$ cat src/verilog/clock_synth_defs.vh
// Register offsets, field positions, reset values and timing counts of the synthesizer control
`ifndef CLOCK_SYNTH_DEFS_VH
`define CLOCK_SYNTH_DEFS_VH

// ********************************
// Register offsets
// ********************************
`define CS_ADDR_W          4
`define CS_OFF_CTRL        4'h0
`define CS_OFF_STATUS      4'h1
`define CS_OFF_MASK        4'h2
`define CS_OFF_MULT        4'h3

// ********************************
// Control register fields
// ********************************
`define CS_CTRL_W          16
`define CS_Y_LSB           8
`define CS_Y_MSB           13
`define CS_X_BIT           14
`define CS_W_BIT           15
`define CS_LOCK_BIT        3
`define CS_RANGE_BIT       0
`define CS_CTRL_RESET      8'h3f

// ********************************
// Interrupt status bits
// ********************************
`define CS_IRQ_W           2
`define CS_IRQ_LOCK        0
`define CS_IRQ_UNLOCK      1

// ********************************
// Timing
// ********************************
`define CS_CLK_MHZ         100
`define CS_REF_DIV         16'h0bea
`define CS_LOCK_REF_EDGES  8'h10
`define CS_OVERSHOOT_PCT   16'h001e
`define CS_PCT_SCALE       16'h0064

`endif

$ cat src/verilog/lock_detector.v
// Relock timer: counts reference ticks after a loop retune until lock
`timescale 1ns/1ps

`include "clock_synth_defs.vh"

module lock_detector (
    input  wire       clk_in,
    input  wire       resetn_in,
    input  wire       ref_tick_in,
    input  wire       retune_in,
    input  wire [7:0] lock_edges_in,
    output reg        locked_out
);

    reg [7:0] cnt_q;

    // Retune restarts the count even while one is under way
    always @(posedge clk_in) begin
        if (!resetn_in) begin
            cnt_q      <= 8'h00;
            locked_out <= 1'b0;
        end else if (retune_in) begin
            cnt_q      <= 8'h00;
            locked_out <= 1'b0;
        end else if (ref_tick_in && !locked_out) begin
            if (cnt_q == lock_edges_in - 8'h01) begin
                locked_out <= 1'b1;
            end else begin
                cnt_q <= cnt_q + 8'h01;
            end
        end
    end

endmodule

$ cat src/verilog/slow_ref_pll_frequency_control.v
// Frequency control of the slow-reference clock synthesizer, with register port and lock flag
//
// Behaviour
// - Multiplier is 4*(Y+1)*2^(2W+X)
// - Speed-up may overshoot up to 30 percent
// - X bypasses output divider, no relock
// - Lock flag set when loop relocks
// - Any W or Y change forces relock
// - Oscillator runs 4x or 2x system clock
// - Upper control byte resets to 3f
// - Slow mode chosen by pin low in reset
//
// Decided for this implementation: the address-and-strobe port and the register offsets.
`timescale 1ns/1ps

`include "clock_synth_defs.vh"

module slow_ref_pll_frequency_control (
    input  wire                   clk_in,
    input  wire                   resetn_in,
    input  wire [`CS_ADDR_W-1:0]  addr_in,
    input  wire [15:0]            wdata_in,
    input  wire                   wr_in,
    input  wire                   rd_in,
    input  wire                   reference_speed_select_in,
    output reg  [15:0]            rdata_out,
    output reg                    irq_out,
    output reg                    pll_lock_flag_out,
    output reg                    slow_ref_mode_out,
    output reg  [11:0]            sys_multiplier_out,
    output reg  [11:0]            vco_multiplier_out,
    output reg  [11:0]            overshoot_multiplier_out,
    output reg                    out_div2_bypass_out
);

    // ********************************
    // Helpers
    // ********************************
    function [11:0] sys_mult;
        input [5:0] y;
        input       w;
        input       x;
        reg   [11:0] base;
        begin
            base     = {4'h0, 2'b00, y} + 12'h001;
            sys_mult = (base << 2) << {w, x};
        end
    endfunction

    // Oscillator sits before the output divider, so it ignores X
    function [11:0] vco_mult;
        input [5:0] y;
        input       w;
        begin
            // Wraps to zero only at settings software must never program
            vco_mult = sys_mult(y, w, 1'b1) << 1;
        end
    endfunction

    // Decode shared by every register write strobe
    function reg_hit;
        input                  strobe;
        input [`CS_ADDR_W-1:0] addr;
        input [`CS_ADDR_W-1:0] offset;
        begin
            reg_hit = strobe && (addr == offset);
        end
    endfunction

    // Worst-case transient bound; 16-bit product so 2048 cannot wrap
    function [11:0] overshoot_bound;
        input [11:0] mult;
        reg   [15:0] wide;
        begin
            wide            = {4'h0, mult} +
                              ({4'h0, mult} * `CS_OVERSHOOT_PCT) / `CS_PCT_SCALE;
            overshoot_bound = wide[11:0];
        end
    endfunction

    // Control word as software sees it; lock is read-only
    function [15:0] ctrl_word;
        input [5:0] y;
        input       w;
        input       x;
        input       lock;
        input       spare;
        begin
            ctrl_word = {w, x, y, 4'h0, lock, 2'b00, spare};
        end
    endfunction

    // ********************************
    // Pin synchroniser and strap capture
    // ********************************
    reg        sel_meta_q;
    reg        sel_sync_q;
    reg        in_reset_q;
    reg        fast_ref_q;

    always @(posedge clk_in) begin
        sel_meta_q <= reference_speed_select_in;
        sel_sync_q <= sel_meta_q;
    end

    // Strap latched on the first edge after release, from the synchronised pin
    always @(posedge clk_in) begin
        if (!resetn_in) begin
            in_reset_q <= 1'b1;
            fast_ref_q <= 1'b0;
        end else if (in_reset_q) begin
            in_reset_q <= 1'b0;
            fast_ref_q <= sel_sync_q;
        end
    end

    // ********************************
    // Reference tick divider
    // ********************************
    reg [15:0] ref_cnt_q;
    reg        ref_tick_q;

    always @(posedge clk_in) begin
        if (!resetn_in) begin
            ref_cnt_q  <= 16'h0000;
            ref_tick_q <= 1'b0;
        end else if (ref_cnt_q == `CS_REF_DIV - 16'h0001) begin
            ref_cnt_q  <= 16'h0000;
            ref_tick_q <= 1'b1;
        end else begin
            ref_cnt_q  <= ref_cnt_q + 16'h0001;
            ref_tick_q <= 1'b0;
        end
    end

    // ********************************
    // Control register
    // ********************************
    reg  [5:0] y_q;
    reg        w_q;
    reg        x_q;
    reg        range_lo_q;
    reg  [1:0] status_q;
    reg  [1:0] mask_q;
    reg        locked_prev_q;
    wire       locked;
    wire       ctrl_wr;
    wire       status_wr;
    wire       mask_wr;
    wire       retune;
    wire       lock_ok;

    assign ctrl_wr   = reg_hit(wr_in, addr_in, `CS_OFF_CTRL);
    assign status_wr = reg_hit(wr_in, addr_in, `CS_OFF_STATUS);
    assign mask_wr   = reg_hit(wr_in, addr_in, `CS_OFF_MASK);
    // Only loop-internal fields force a relock; X alone does not
    assign retune  = ctrl_wr && ((wdata_in[`CS_Y_MSB:`CS_Y_LSB] != y_q) ||
                                 (wdata_in[`CS_W_BIT] != w_q));
    // Flag and overshoot bound share one view, so both move on the write edge
    assign lock_ok = locked && !retune;

    always @(posedge clk_in) begin
        if (!resetn_in) begin
            {w_q, x_q, y_q} <= `CS_CTRL_RESET;
            range_lo_q      <= 1'b0;
        end else if (ctrl_wr) begin
            y_q        <= wdata_in[`CS_Y_MSB:`CS_Y_LSB];
            w_q        <= wdata_in[`CS_W_BIT];
            x_q        <= wdata_in[`CS_X_BIT];
            range_lo_q <= wdata_in[`CS_RANGE_BIT];
        end
    end

    // ********************************
    // Relock tracking
    // ********************************
    // A second W or Y change mid-relock restarts the whole wait
    lock_detector u_lock (
        .clk_in        (clk_in),
        .resetn_in     (resetn_in),
        .ref_tick_in   (ref_tick_q),
        .retune_in     (retune),
        .lock_edges_in (`CS_LOCK_REF_EDGES),
        .locked_out    (locked)
    );

    // ********************************
    // Interrupt status and mask
    // ********************************
    wire lock_rise;
    wire lock_fall;

    assign lock_rise = locked && !locked_prev_q;
    assign lock_fall = !locked && locked_prev_q;

    // Edge memory for the lock event bits
    always @(posedge clk_in) begin
        if (!resetn_in) begin
            locked_prev_q <= 1'b0;
        end else begin
            locked_prev_q <= locked;
        end
    end

    // Set wins over a write-one clear in the same cycle
    always @(posedge clk_in) begin
        if (!resetn_in) begin
            status_q <= 2'b00;
        end else begin
            status_q[`CS_IRQ_LOCK] <= lock_rise ||
                (status_q[`CS_IRQ_LOCK] && !(status_wr && wdata_in[`CS_IRQ_LOCK]));
            status_q[`CS_IRQ_UNLOCK] <= lock_fall ||
                (status_q[`CS_IRQ_UNLOCK] && !(status_wr && wdata_in[`CS_IRQ_UNLOCK]));
        end
    end

    always @(posedge clk_in) begin
        if (!resetn_in) begin
            mask_q <= 2'b00;
        end else if (mask_wr) begin
            mask_q <= wdata_in[`CS_IRQ_W-1:0];
        end
    end

    // ********************************
    // Interrupt, lock and mode outputs
    // ********************************
    wire [11:0] sys_now = sys_mult(y_q, w_q, x_q);
    wire [11:0] vco_now = vco_mult(y_q, w_q);

    always @(posedge clk_in) begin
        if (!resetn_in) begin
            irq_out           <= 1'b0;
            pll_lock_flag_out <= 1'b0;
            slow_ref_mode_out <= 1'b0;
        end else begin
            irq_out           <= |(status_q & mask_q);
            pll_lock_flag_out <= lock_ok;
            // Held low until the strap has been taken after reset
            slow_ref_mode_out <= !fast_ref_q && !in_reset_q;
        end
    end

    // ********************************
    // Multiplier outputs
    // ********************************
    // All three move on one edge, so ratios never show a mixed state
    always @(posedge clk_in) begin
        if (!resetn_in) begin
            sys_multiplier_out  <= 12'h000;
            vco_multiplier_out  <= 12'h000;
            out_div2_bypass_out <= 1'b0;
        end else begin
            sys_multiplier_out  <= sys_now;
            vco_multiplier_out  <= vco_now;
            out_div2_bypass_out <= x_q;
        end
    end

    // ********************************
    // Overshoot bound
    // ********************************
    // Reports the ceiling a clock may reach before relock; nothing is shaped here
    always @(posedge clk_in) begin
        if (!resetn_in) begin
            overshoot_multiplier_out <= 12'h000;
        end else if (lock_ok) begin
            overshoot_multiplier_out <= sys_now;
        end else begin
            overshoot_multiplier_out <= overshoot_bound(sys_now);
        end
    end

    // ********************************
    // Read port
    // ********************************
    // Idle zero keeps a stale word from looking like a fresh read
    always @(posedge clk_in) begin
        if (!resetn_in) begin
            rdata_out <= 16'h0000;
        end else if (rd_in) begin
            case (addr_in)
                `CS_OFF_CTRL: begin
                    rdata_out <= ctrl_word(y_q, w_q, x_q, locked, range_lo_q);
                end
                `CS_OFF_STATUS: begin
                    rdata_out <= {14'h0000, status_q};
                end
                `CS_OFF_MASK: begin
                    rdata_out <= {14'h0000, mask_q};
                end
                `CS_OFF_MULT: begin
                    rdata_out <= {4'h0, sys_now};
                end
                default: begin
                    rdata_out <= 16'h0000;
                end
            endcase
        end else begin
            rdata_out <= 16'h0000;
        end
    end

endmodule

$ cat config.mk
export PLATFORM = sky130hd
export DESIGN_NAME = slow_ref_pll_frequency_control
export DESIGN_NICKNAME = d
export VERILOG_FILES = /design/src/verilog/lock_detector.v /design/src/verilog/slow_ref_pll_frequency_control.v
export VERILOG_INCLUDE_DIRS = /design/src /design/src/verilog
export SDC_FILE = /design/constraint.sdc
export NUM_CORES = 1
export LEC_CHECK = 0
export BUFFER_PORTS_ARGS = -buffer_cell sky130_fd_sc_hd__buf_2
export CAP_MARGIN = 20
export CORE_ASPECT_RATIO = 0.9
export CORE_MARGIN = 1
export CORE_UTILIZATION = 35
export CTS_CLUSTER_SIZE = 25
export DETAILED_ROUTE_END_ITERATION = 12
export PLACE_DENSITY_LB_ADDON = 0.1
export SYNTH_ARGS = -nofsm -noshare
export SYNTH_HDL_FRONTEND = slang
export SYNTH_SLANG_ARGS = --single-unit
$ cat constraint.sdc
create_clock -name clk_in -period 13.8 [get_ports clk_in]
set_input_delay 1.38 -clock clk_in [delete_from_list [all_inputs] [get_ports clk_in]]
set_output_delay 1.38 -clock clk_in [all_outputs]
set_load 0.05 [all_outputs]
==> results of run 1 <==
[registers in the layout, summed over array words and instances, names as in the netlist, 2 cells and up]
signal / count
status_q: 2
sys_multiplier_out: 10
rdata_out: 16
mask_q: 2
overshoot_multiplier_out: 12
y_q: 6
u_lock.cnt_q: 8
vco_multiplier_out: 8
ref_cnt_q: 16
[worst max-delay path: cells and delay by family, from the launching register on]
| family | cells | cell delay, ns |
|---|---|---|
| flip-flops | 1 | 0.47 |
| AND/OR/NAND/NOR | 6 | 1.01 |
| adder cells (fa/ha/maj) | 9 | 2.99 |
| XOR/XNOR | 4 | 0.97 |
| AO/OA/AOI/OAI | 21 | 5.69 |
| buffers and inverters | 4 | 0.58 |
| multiplexers | 3 | 0.94 |
[cells in the mapped netlist (all sizes together), types with 19 or more instances]
cell type / number / area, sq um
nor2: 127 / 492
nand2: 97 / 367
dfxtp: 94 / 1880
a21oi: 64 / 354
nand3: 53 / 270
xnor2: 44 / 438
o21ai: 40 / 204
inv: 39 / 146
nor3: 35 / 206
ha: 32 / 400
xor2: 29 / 269
buf: 28 / 179
clkbuf: 24 / 90.1
a211oi: 23 / 220
a31oi: 21 / 159
mux2i: 19 / 206
nand4: 19 / 138
o31ai: 19 / 195
[cell type report]
cell class	instances	area, sq um
Fill cell	2477	14600
Multi-Input combinational cell	892	6350
Sequential cell	94	1880
Timing Repair Buffer	104	608
Tap cell	308	385
Clock buffer	9	225
Inverter	40	150
Clock inverter	7	80.1
[how the worst min path moves through the flow]
stage                     from         end  slack [ns]  depth (start not counted)
global route        sel_meta_q  sel_sync_q        0.36                          0
CTS                 sel_meta_q  sel_sync_q        0.35                          0
floorplan           sel_meta_q  sel_sync_q        0.31                          0
detailed placement  sel_meta_q  sel_sync_q        0.32                          0
finish              sel_meta_q  sel_sync_q        0.34                          0
global placement    sel_meta_q  sel_sync_q        0.31                          0
[layer usage]
layer,routed length [microns],vias to the layer above,global-route usage
met3,854,10,0.0238
li1,-,4097,-
met2,10500,184,0.311
met4,178,0,0.0353
met1,12700,3780,0.282
met5,0,-,0
[logic make-up after synthesis]
| logic type | count (synthesis) | share of synthesized area |
|---|---|---|
| AND/OR/NAND/NOR | 442 | 0.262 |
| AO/OA/AOI/OAI | 293 | 0.273 |
| flip-flops | 94 | 0.218 |
| buffers and inverters | 92 | 0.0486 |
| XOR/XNOR | 73 | 0.0819 |
| adder cells (fa/ha/maj) | 51 | 0.0812 |
| multiplexers | 27 | 0.0348 |
| other | 1 | 0.000434 |
[through the flow]
| stage | utilization | hold slack (ns) |
|---|---|---|
| 3_3_place_gp | 0.386 | 0.314 |
| 6_report | 0.399 | 0.341 |
| 3_5_place_dp | 0.386 | 0.322 |
| 4_1_cts | 0.399 | 0.346 |
| 2_1_floorplan | - | 0.310 |
| 5_1_grt | 0.399 | 0.356 |
==> impl_metrics.json, run 1 <==
{
  "vias_per_cell": 5.55,
  "clkLatencyLatePin_ns": 0.35,
  "fp.dieH_microns": 151,
  "io_buffer_count": 68,
  "holdBufCountCts": 0,
  "crit_path_end": "overshoot_multiplier_out[11]",
  "setup_viol": 0,
  "post-route-drc-count": 0,
  "diodes": 0,
  "instances_no_fill": 1454,
  "layout_common_cells": "121 x nor2_1, 96 x nand2_1, 94 x dfxtp_1, 69 x buf_2, 59 x a21oi_1",
  "drt-total-wl_mm": 24.2,
  "vias": 8071,
  "h-tree-depth": 3,
  "yosysSeqAreaShare": 0.218,
  "cts_root_buf": "clkbuf_16",
  "fin_crit_ns": 12.82,
  "critPathCaptureType": "flip-flop",
  "globalplace.congestion": 0.829,
  "core_sq_mm": 0.0243,
  "synth_edf_count": 0,
  "critPathMaxStageDelay_ns": 0.55,
  "dp_slack_ns": 1.07,
  "cts.path.max_buffers": 2,
  "track_usage": 0.195,
  "cts.sinks": 94,
  "area.growth.synth_to_final_pct": 12.1,
  "dieArea_sq_mm": 0.0253,
  "post_cts_buffers": 0,
  "netlist-cell-type-count": 123,
  "yosys_warnings": 0,
  "clk_pin_slew_ns": 0.08,
  "synth_area_sq_mm": 0.00863,
  "period_share": 0.929,
  "cts_tree": "done",
  "reg2reg_from": "y_q[1]",
  "critPathMostFrequentCell": "a21oi_1",
  "tns_ns": 0,
  "worst_pin_slew_ns": 0.991,
  "synth_cells": 1073,
  "placed_cell_area_sq_mm": 0.00937,
  "first_pass_iters": 5,
  "dp_hpwl_mm": 19.1,
  "grt_pass1_wl_mm": 39.9,
  "synth-async-reset-ratio": 0,
  "antenna_found_initial": 0,
  "rsz0062_at_grt": "false",
  "grt_start_max_net_pins": 32,
  "grt_pass1_vias": 7589,
  "r2r_end": "overshoot_multiplier_out[11]",
  "layout_commonest_cell": "nor2_1",
  "fin_nets": 1209,
  "max_slew_margin": 0.339,
  "reg2reg_depth": 47,
  "clock.fmax_mhz": 78.0,
  "report.final.slew_viol_count": 0,
  "grt-ovfl-total": 0,
  "finalInstanceArea_sq_mm": 0.00968,
  "skew_ns": 0.0119,
  "hold_violations": 0,
  "drv_cap": 0,
  "status": "completed",
  "first_iter_violations": 471,
  "synth.ff_latch_count": 94,
  "cp_max_fo": 10,
  "numCtsBuffers": 9,
  "cp.arrival_ns": 13.01,
  "slowest_stage": "a221oi_4",
  "drive_gt1_frac": 0.189,
  "r2r_setup_slack_ns": 0.98,
  "num_rows": 54,
  "startpoint": "y_q[1]",
  "cts_resized": 0,
  "fin_ws_ns": 0.982,
  "start_kind": "flip-flop",
  "ant_nets": 0,
  "cp.required_ns": 13.99,
  "io_pins": 81,
  "synth_flop_cell": "dfxtp_1",
  "holdCritPathClass": "reg -> reg",
  "wl_per_cell_microns": 16.7,
  "dp.cells": 1437,
  "worstSetupPathType": "reg -> reg",
  "synth_area_per_cell_sq_um": 8.05,
  "start_util": 0.356,
  "die_width_microns": 168
}
Power of run 1 is left out: the tool's default activity adds up to more than one toggle a clock period on the data nets, which glitch-free logic cannot reach.
==> run 2, diff against run 1 <==
--- a/config.mk
+++ b/config.mk
@@ -14,6 +14,7 @@
 export CTS_CLUSTER_SIZE = 25
 export DETAILED_ROUTE_END_ITERATION = 12
 export PLACE_DENSITY_LB_ADDON = 0.1
+export RECOVER_POWER = 25
 export SYNTH_ARGS = -nofsm -noshare
 export SYNTH_HDL_FRONTEND = slang
 export SYNTH_SLANG_ARGS = --single-unit
==> run 2 against run 1 <==
Compared with the run above: count of clock-buffer cells in the layout did not move; global-route usage unchanged; final cell count unchanged; critical path type unchanged; sequential cell count did not move; via count decreased by 0.12%; first-iteration DRC count grew 2.5%; critical endpoint unchanged; highest routed layer unchanged.
==> impl_metrics.json, run 2 (synthesized netlist as in run 1, its figures left out) <==
{
  "post-route-drc-count": 0,
  "wl_per_cell_microns": 16.7,
  "cts_resized": 0,
  "dp_hpwl_mm": 19.1,
  "clk_pin_slew_ns": 0.08,
  "r2r_setup_slack_ns": 1.0,
  "vias": 8061,
  "track_usage": 0.195,
  "fin_crit_ns": 12.80,
  "cts.path.max_buffers": 2,
  "worst_pin_slew_ns": 0.995,
  "skew_ns": 0.0115,
  "cp.arrival_ns": 12.99,
  "critPathMostFrequentCell": "a21oi_1",
  "drv_cap": 0,
  "min_to": "sel_sync_q",
  "holdCritPathClass": "reg -> reg",
  "post_cts_buffers": 0,
  "worstSetupPathType": "reg -> reg",
  "cts_tree": "done",
  "grt_pass1_vias": 7589,
  "whs_ns": 0.341,
  "h-tree-depth": 3,
  "setup_viol": 0,
  "grt_pass1_wl_mm": 39.9,
  "worst-path-buf-inv": 4,
  "max_slew_margin": 0.336,
  "status": "completed",
  "io_pins": 81,
  "hold_violations": 0,
  "min-delay-start": "sel_meta_q",
  "antenna_found_initial": 0,
  "numCtsBuffers": 9,
  "reg2reg_depth": 47,
  "drt-total-wl_mm": 24.2,
  "diodes": 0,
  "vias_per_cell": 5.54,
  "area.growth.synth_to_final_pct": 12.1,
  "core_sq_mm": 0.0243,
  "die_width_microns": 168,
  "first_pass_iters": 5,
  "critPathMaxStageDelay_ns": 0.56,
  "reg2reg_from": "y_q[1]",
  "period_share": 0.928,
  "globalplace.congestion": 0.829,
  "start_util": 0.356,
  "rsz0062_at_grt": "false",
  "cp_max_fo": 10,
  "crit_cells": 47,
  "clock.fmax_mhz": 78.1,
  "drive_gt1_frac": 0.185,
  "hold_path_depth": 0,
  "layout_commonest_cell": "nor2_1",
  "cts.sinks": 94,
  "tns_ns": 0,
  "start_kind": "flip-flop",
  "layout_common_cells": "121 x nor2_1, 96 x nand2_1, 94 x dfxtp_1, 64 x buf_2, 59 x a21oi_1",
  "fin_nets": 1209,
  "grt-ovfl-total": 0,
  "report.final.slew_viol_count": 0,
  "largest_registers": "rdata_out (16), ref_cnt_q (16), overshoot_multiplier_out (12)",
  "ant_nets": 0,
  "dieArea_sq_mm": 0.0253,
  "io_buffer_count": 68,
  "num_rows": 54,
  "critPathCaptureType": "flip-flop",
  "clkLatencyLatePin_ns": 0.35,
  "fp.dieH_microns": 151,
  "first_iter_violations": 483,
  "cp.required_ns": 13.99,
  "crit_family": "compound AO/OA/AOI/OAI gates",
  "fillers": 2479,
  "grt_start_max_net_pins": 32,
  "holdBufCountCts": 0,
  "r2r_end": "overshoot_multiplier_out[11]",
  "slowest_stage": "a221oi_4",
  "cts_root_buf": "clkbuf_16"
}
## run 2: how the worst max path moves through the flow
stage	startpoint	to	slack [ns]
final	y_q[1]	overshoot_multiplier_out[11]	1.0
after global routing	y_q[1]	overshoot_multiplier_out[9]	0.05
after CTS	y_q[1]	overshoot_multiplier_out[11]	0.99
after detailed placement	y_q[1]	overshoot_multiplier_out[11]	1.07
after global placement	y_q[1]	overshoot_multiplier_out[11]	1.0
after floorplan	y_q[2]	overshoot_multiplier_out[11]	2.29
## run 2: layout make-up
type / instances / area [sq um] / share of cell area
clock inverters: 7 / 80.1 / 0.00828
inverters: 40 / 150 / 0.0155
repair buffers: 104 / 602 / 0.0622
flip-flops and latches: 94 / 1880 / 0.194
clock buffers: 9 / 225 / 0.0233
multi-input cells: 892 / 6350 / 0.656
well taps: 308 / 385 / 0.0398
## run 2: per-layer routing
metal,global-route usage,wire length (microns)
met1,0.282,12700
met2,0.311,10500
met3,0.0238,893
met4,0.0353,186
met5,0,0
## run 2: stage by stage
step | std cells | util | area, sq um | worst slack [ns]
5_1_grt | 1454 | 0.399 | 9680 | 0.0502
2_1_floorplan | 1078 | - | 8650 | 2.29
3_3_place_gp | 1437 | 0.386 | 9370 | 0.997
6_report | 1454 | 0.399 | 9680 | 0.997
3_5_place_dp | 1437 | 0.386 | 9370 | 1.07
4_1_cts | 1453 | 0.399 | 9680 | 0.987
Power of run 2 is left out for the same reason.
==> run 3, diff against run 2 <==
==> constraint.sdc (replaced) <==
create_clock -name clk_in -period 16.4 [get_ports clk_in]
set_input_delay 1.64 -clock clk_in [delete_from_list [all_inputs] [get_ports clk_in]]
set_output_delay 1.64 -clock clk_in [all_outputs]
set_load 0.05 [all_outputs]
==> run 3 against run 2 <==
Compared with the run above: count of clock-buffer cells in the layout did not move; critical endpoint unchanged; critical path type unchanged; worst hold slack got worse by 0.0072 ns; utilization fell by 0.79 points; first-iteration DRC count rose by 9.5%; clock skew barely moved; sequential cell count did not move; via count fell by 0.81%; worst setup slack improved by 1.0 ns; cell area fell by 2.0%; register-to-register slack improved by 1.0 ns; critical path depth did not move; global-route usage fell by 0.40 points.
==> impl_metrics.json, run 3 (synthesized netlist as in run 1, its figures left out) <==
{
  "vias": 7996,
  "antenna_found_initial": 0,
  "critPathMaxStageDelay_ns": 0.76,
  "cp.arrival_ns": 14.58,
  "io_buffer_count": 68,
  "cts.path.max_buffers": 2,
  "first_iter_violations": 529,
  "drt-total-wl_mm": 24.1,
  "report.final.slew_viol_count": 0,
  "hold_violations": 0,
  "clk_pin_slew_ns": 0.07,
  "cts_root_buf": "clkbuf_16",
  "skew_ns": 0.0112,
  "tns_ns": 0,
  "dieArea_sq_mm": 0.0253,
  "met1_length_mm": 12.5,
  "area.growth.synth_to_final_pct": 9.86,
  "drv_cap": 0,
  "vias_per_cell": 5.60,
  "worst_pin_slew_ns": 1.42,
  "clock.fmax_mhz": 69.5,
  "fp.dieH_microns": 151,
  "cts_tree": "done",
  "dp_hpwl_mm": 18.8,
  "post_cts_buffers": 0,
  "globalplace.congestion": 0.816,
  "io_pins": 81,
  "fin_nets": 1184,
  "drive_gt1_frac": 0.169,
  "wl_met3_mm": 1.02,
  "grt_pass1_vias": 7485,
  "post-route-drc-count": 0,
  "cts.sinks": 94,
  "wl_per_cell_microns": 16.8,
  "start_kind": "flip-flop",
  "grt_start_max_net_pins": 32,
  "wl_met2_mm": 10.4,
  "diodes": 0,
  "holdCritPathClass": "reg -> reg",
  "cp_max_fo": 17,
  "whs_ns": 0.334,
  "cts_resized": 0,
  "slowest_stage": "mux2i_1",
  "num_rows": 54,
  "holdBufCountCts": 0,
  "largest_registers": "rdata_out (16), ref_cnt_q (16), overshoot_multiplier_out (12)",
  "track_usage": 0.191,
  "rsz0062_at_grt": "false",
  "layout_commonest_cell": "nor2_1",
  "worstSetupPathType": "reg -> reg",
  "ant_nets": 0,
  "worst-path-buf-inv": 4,
  "highest_layer": "met4",
  "die_width_microns": 168,
  "core_sq_mm": 0.0243,
  "fin_crit_ns": 14.40,
  "critPathCaptureType": "flip-flop",
  "first_pass_iters": 6,
  "grt-ovfl-total": 0,
  "layout_common_cells": "121 x nor2_1, 96 x nand2_1, 94 x dfxtp_1, 68 x buf_2, 59 x a21oi_1",
  "period_share": 0.878,
  "start_util": 0.356,
  "cp.required_ns": 16.58,
  "setup_viol": 0,
  "max_slew_margin": 0.0555,
  "status": "completed",
  "grt_pass1_wl_mm": 39.2,
  "crit_family": "compound AO/OA/AOI/OAI gates",
  "numCtsBuffers": 9,
  "fillers": 2534,
  "h-tree-depth": 3,
  "clkLatencyLatePin_ns": 0.35
}
-- run 3: final cells by class --
class	instances	area [sq um]	share of cell area
clock buffers	9	225	0.0237
clock inverters	7	75.1	0.00792
inverters	40	150	0.0158
multi-input cells	892	6350	0.670
flip-flops and latches	94	1880	0.198
well taps	308	385	0.0406
repair buffers	79	415	0.0438
-- run 3: routing by layer --
metal	up-vias	track usage
li1	4044	-
met1	3739	0.274
met2	198	0.298
met3	15	0.0319
met4	0	0.0427
met5	-	0
-- run 3: final timing paths --
kind | from | to | slack, ns | depth (start not counted)
setup / recovery | y_q[0] | overshoot_multiplier_out[11] | 2.00 | 47
setup reg to reg | y_q[0] | overshoot_multiplier_out[11] | 2.00 | 47
hold reg to reg | sel_meta_q | sel_sync_q | 0.33 | 0
hold / removal | sel_meta_q | sel_sync_q | 0.33 | 0
-- run 3: stage by stage --
step | area (sq um) | util | std cells | setup slack, ns
after floorplan | 8650 | - | 1078 | 4.89
after CTS | 9480 | 0.391 | 1427 | 2.00
after global placement | 9180 | 0.378 | 1411 | 2.04
after global routing | 9480 | 0.391 | 1429 | 0.936
after detailed placement | 9180 | 0.378 | 1411 | 2.11
final | 9480 | 0.391 | 1429 | 2.00
Power of run 3 is left out for the same reason.
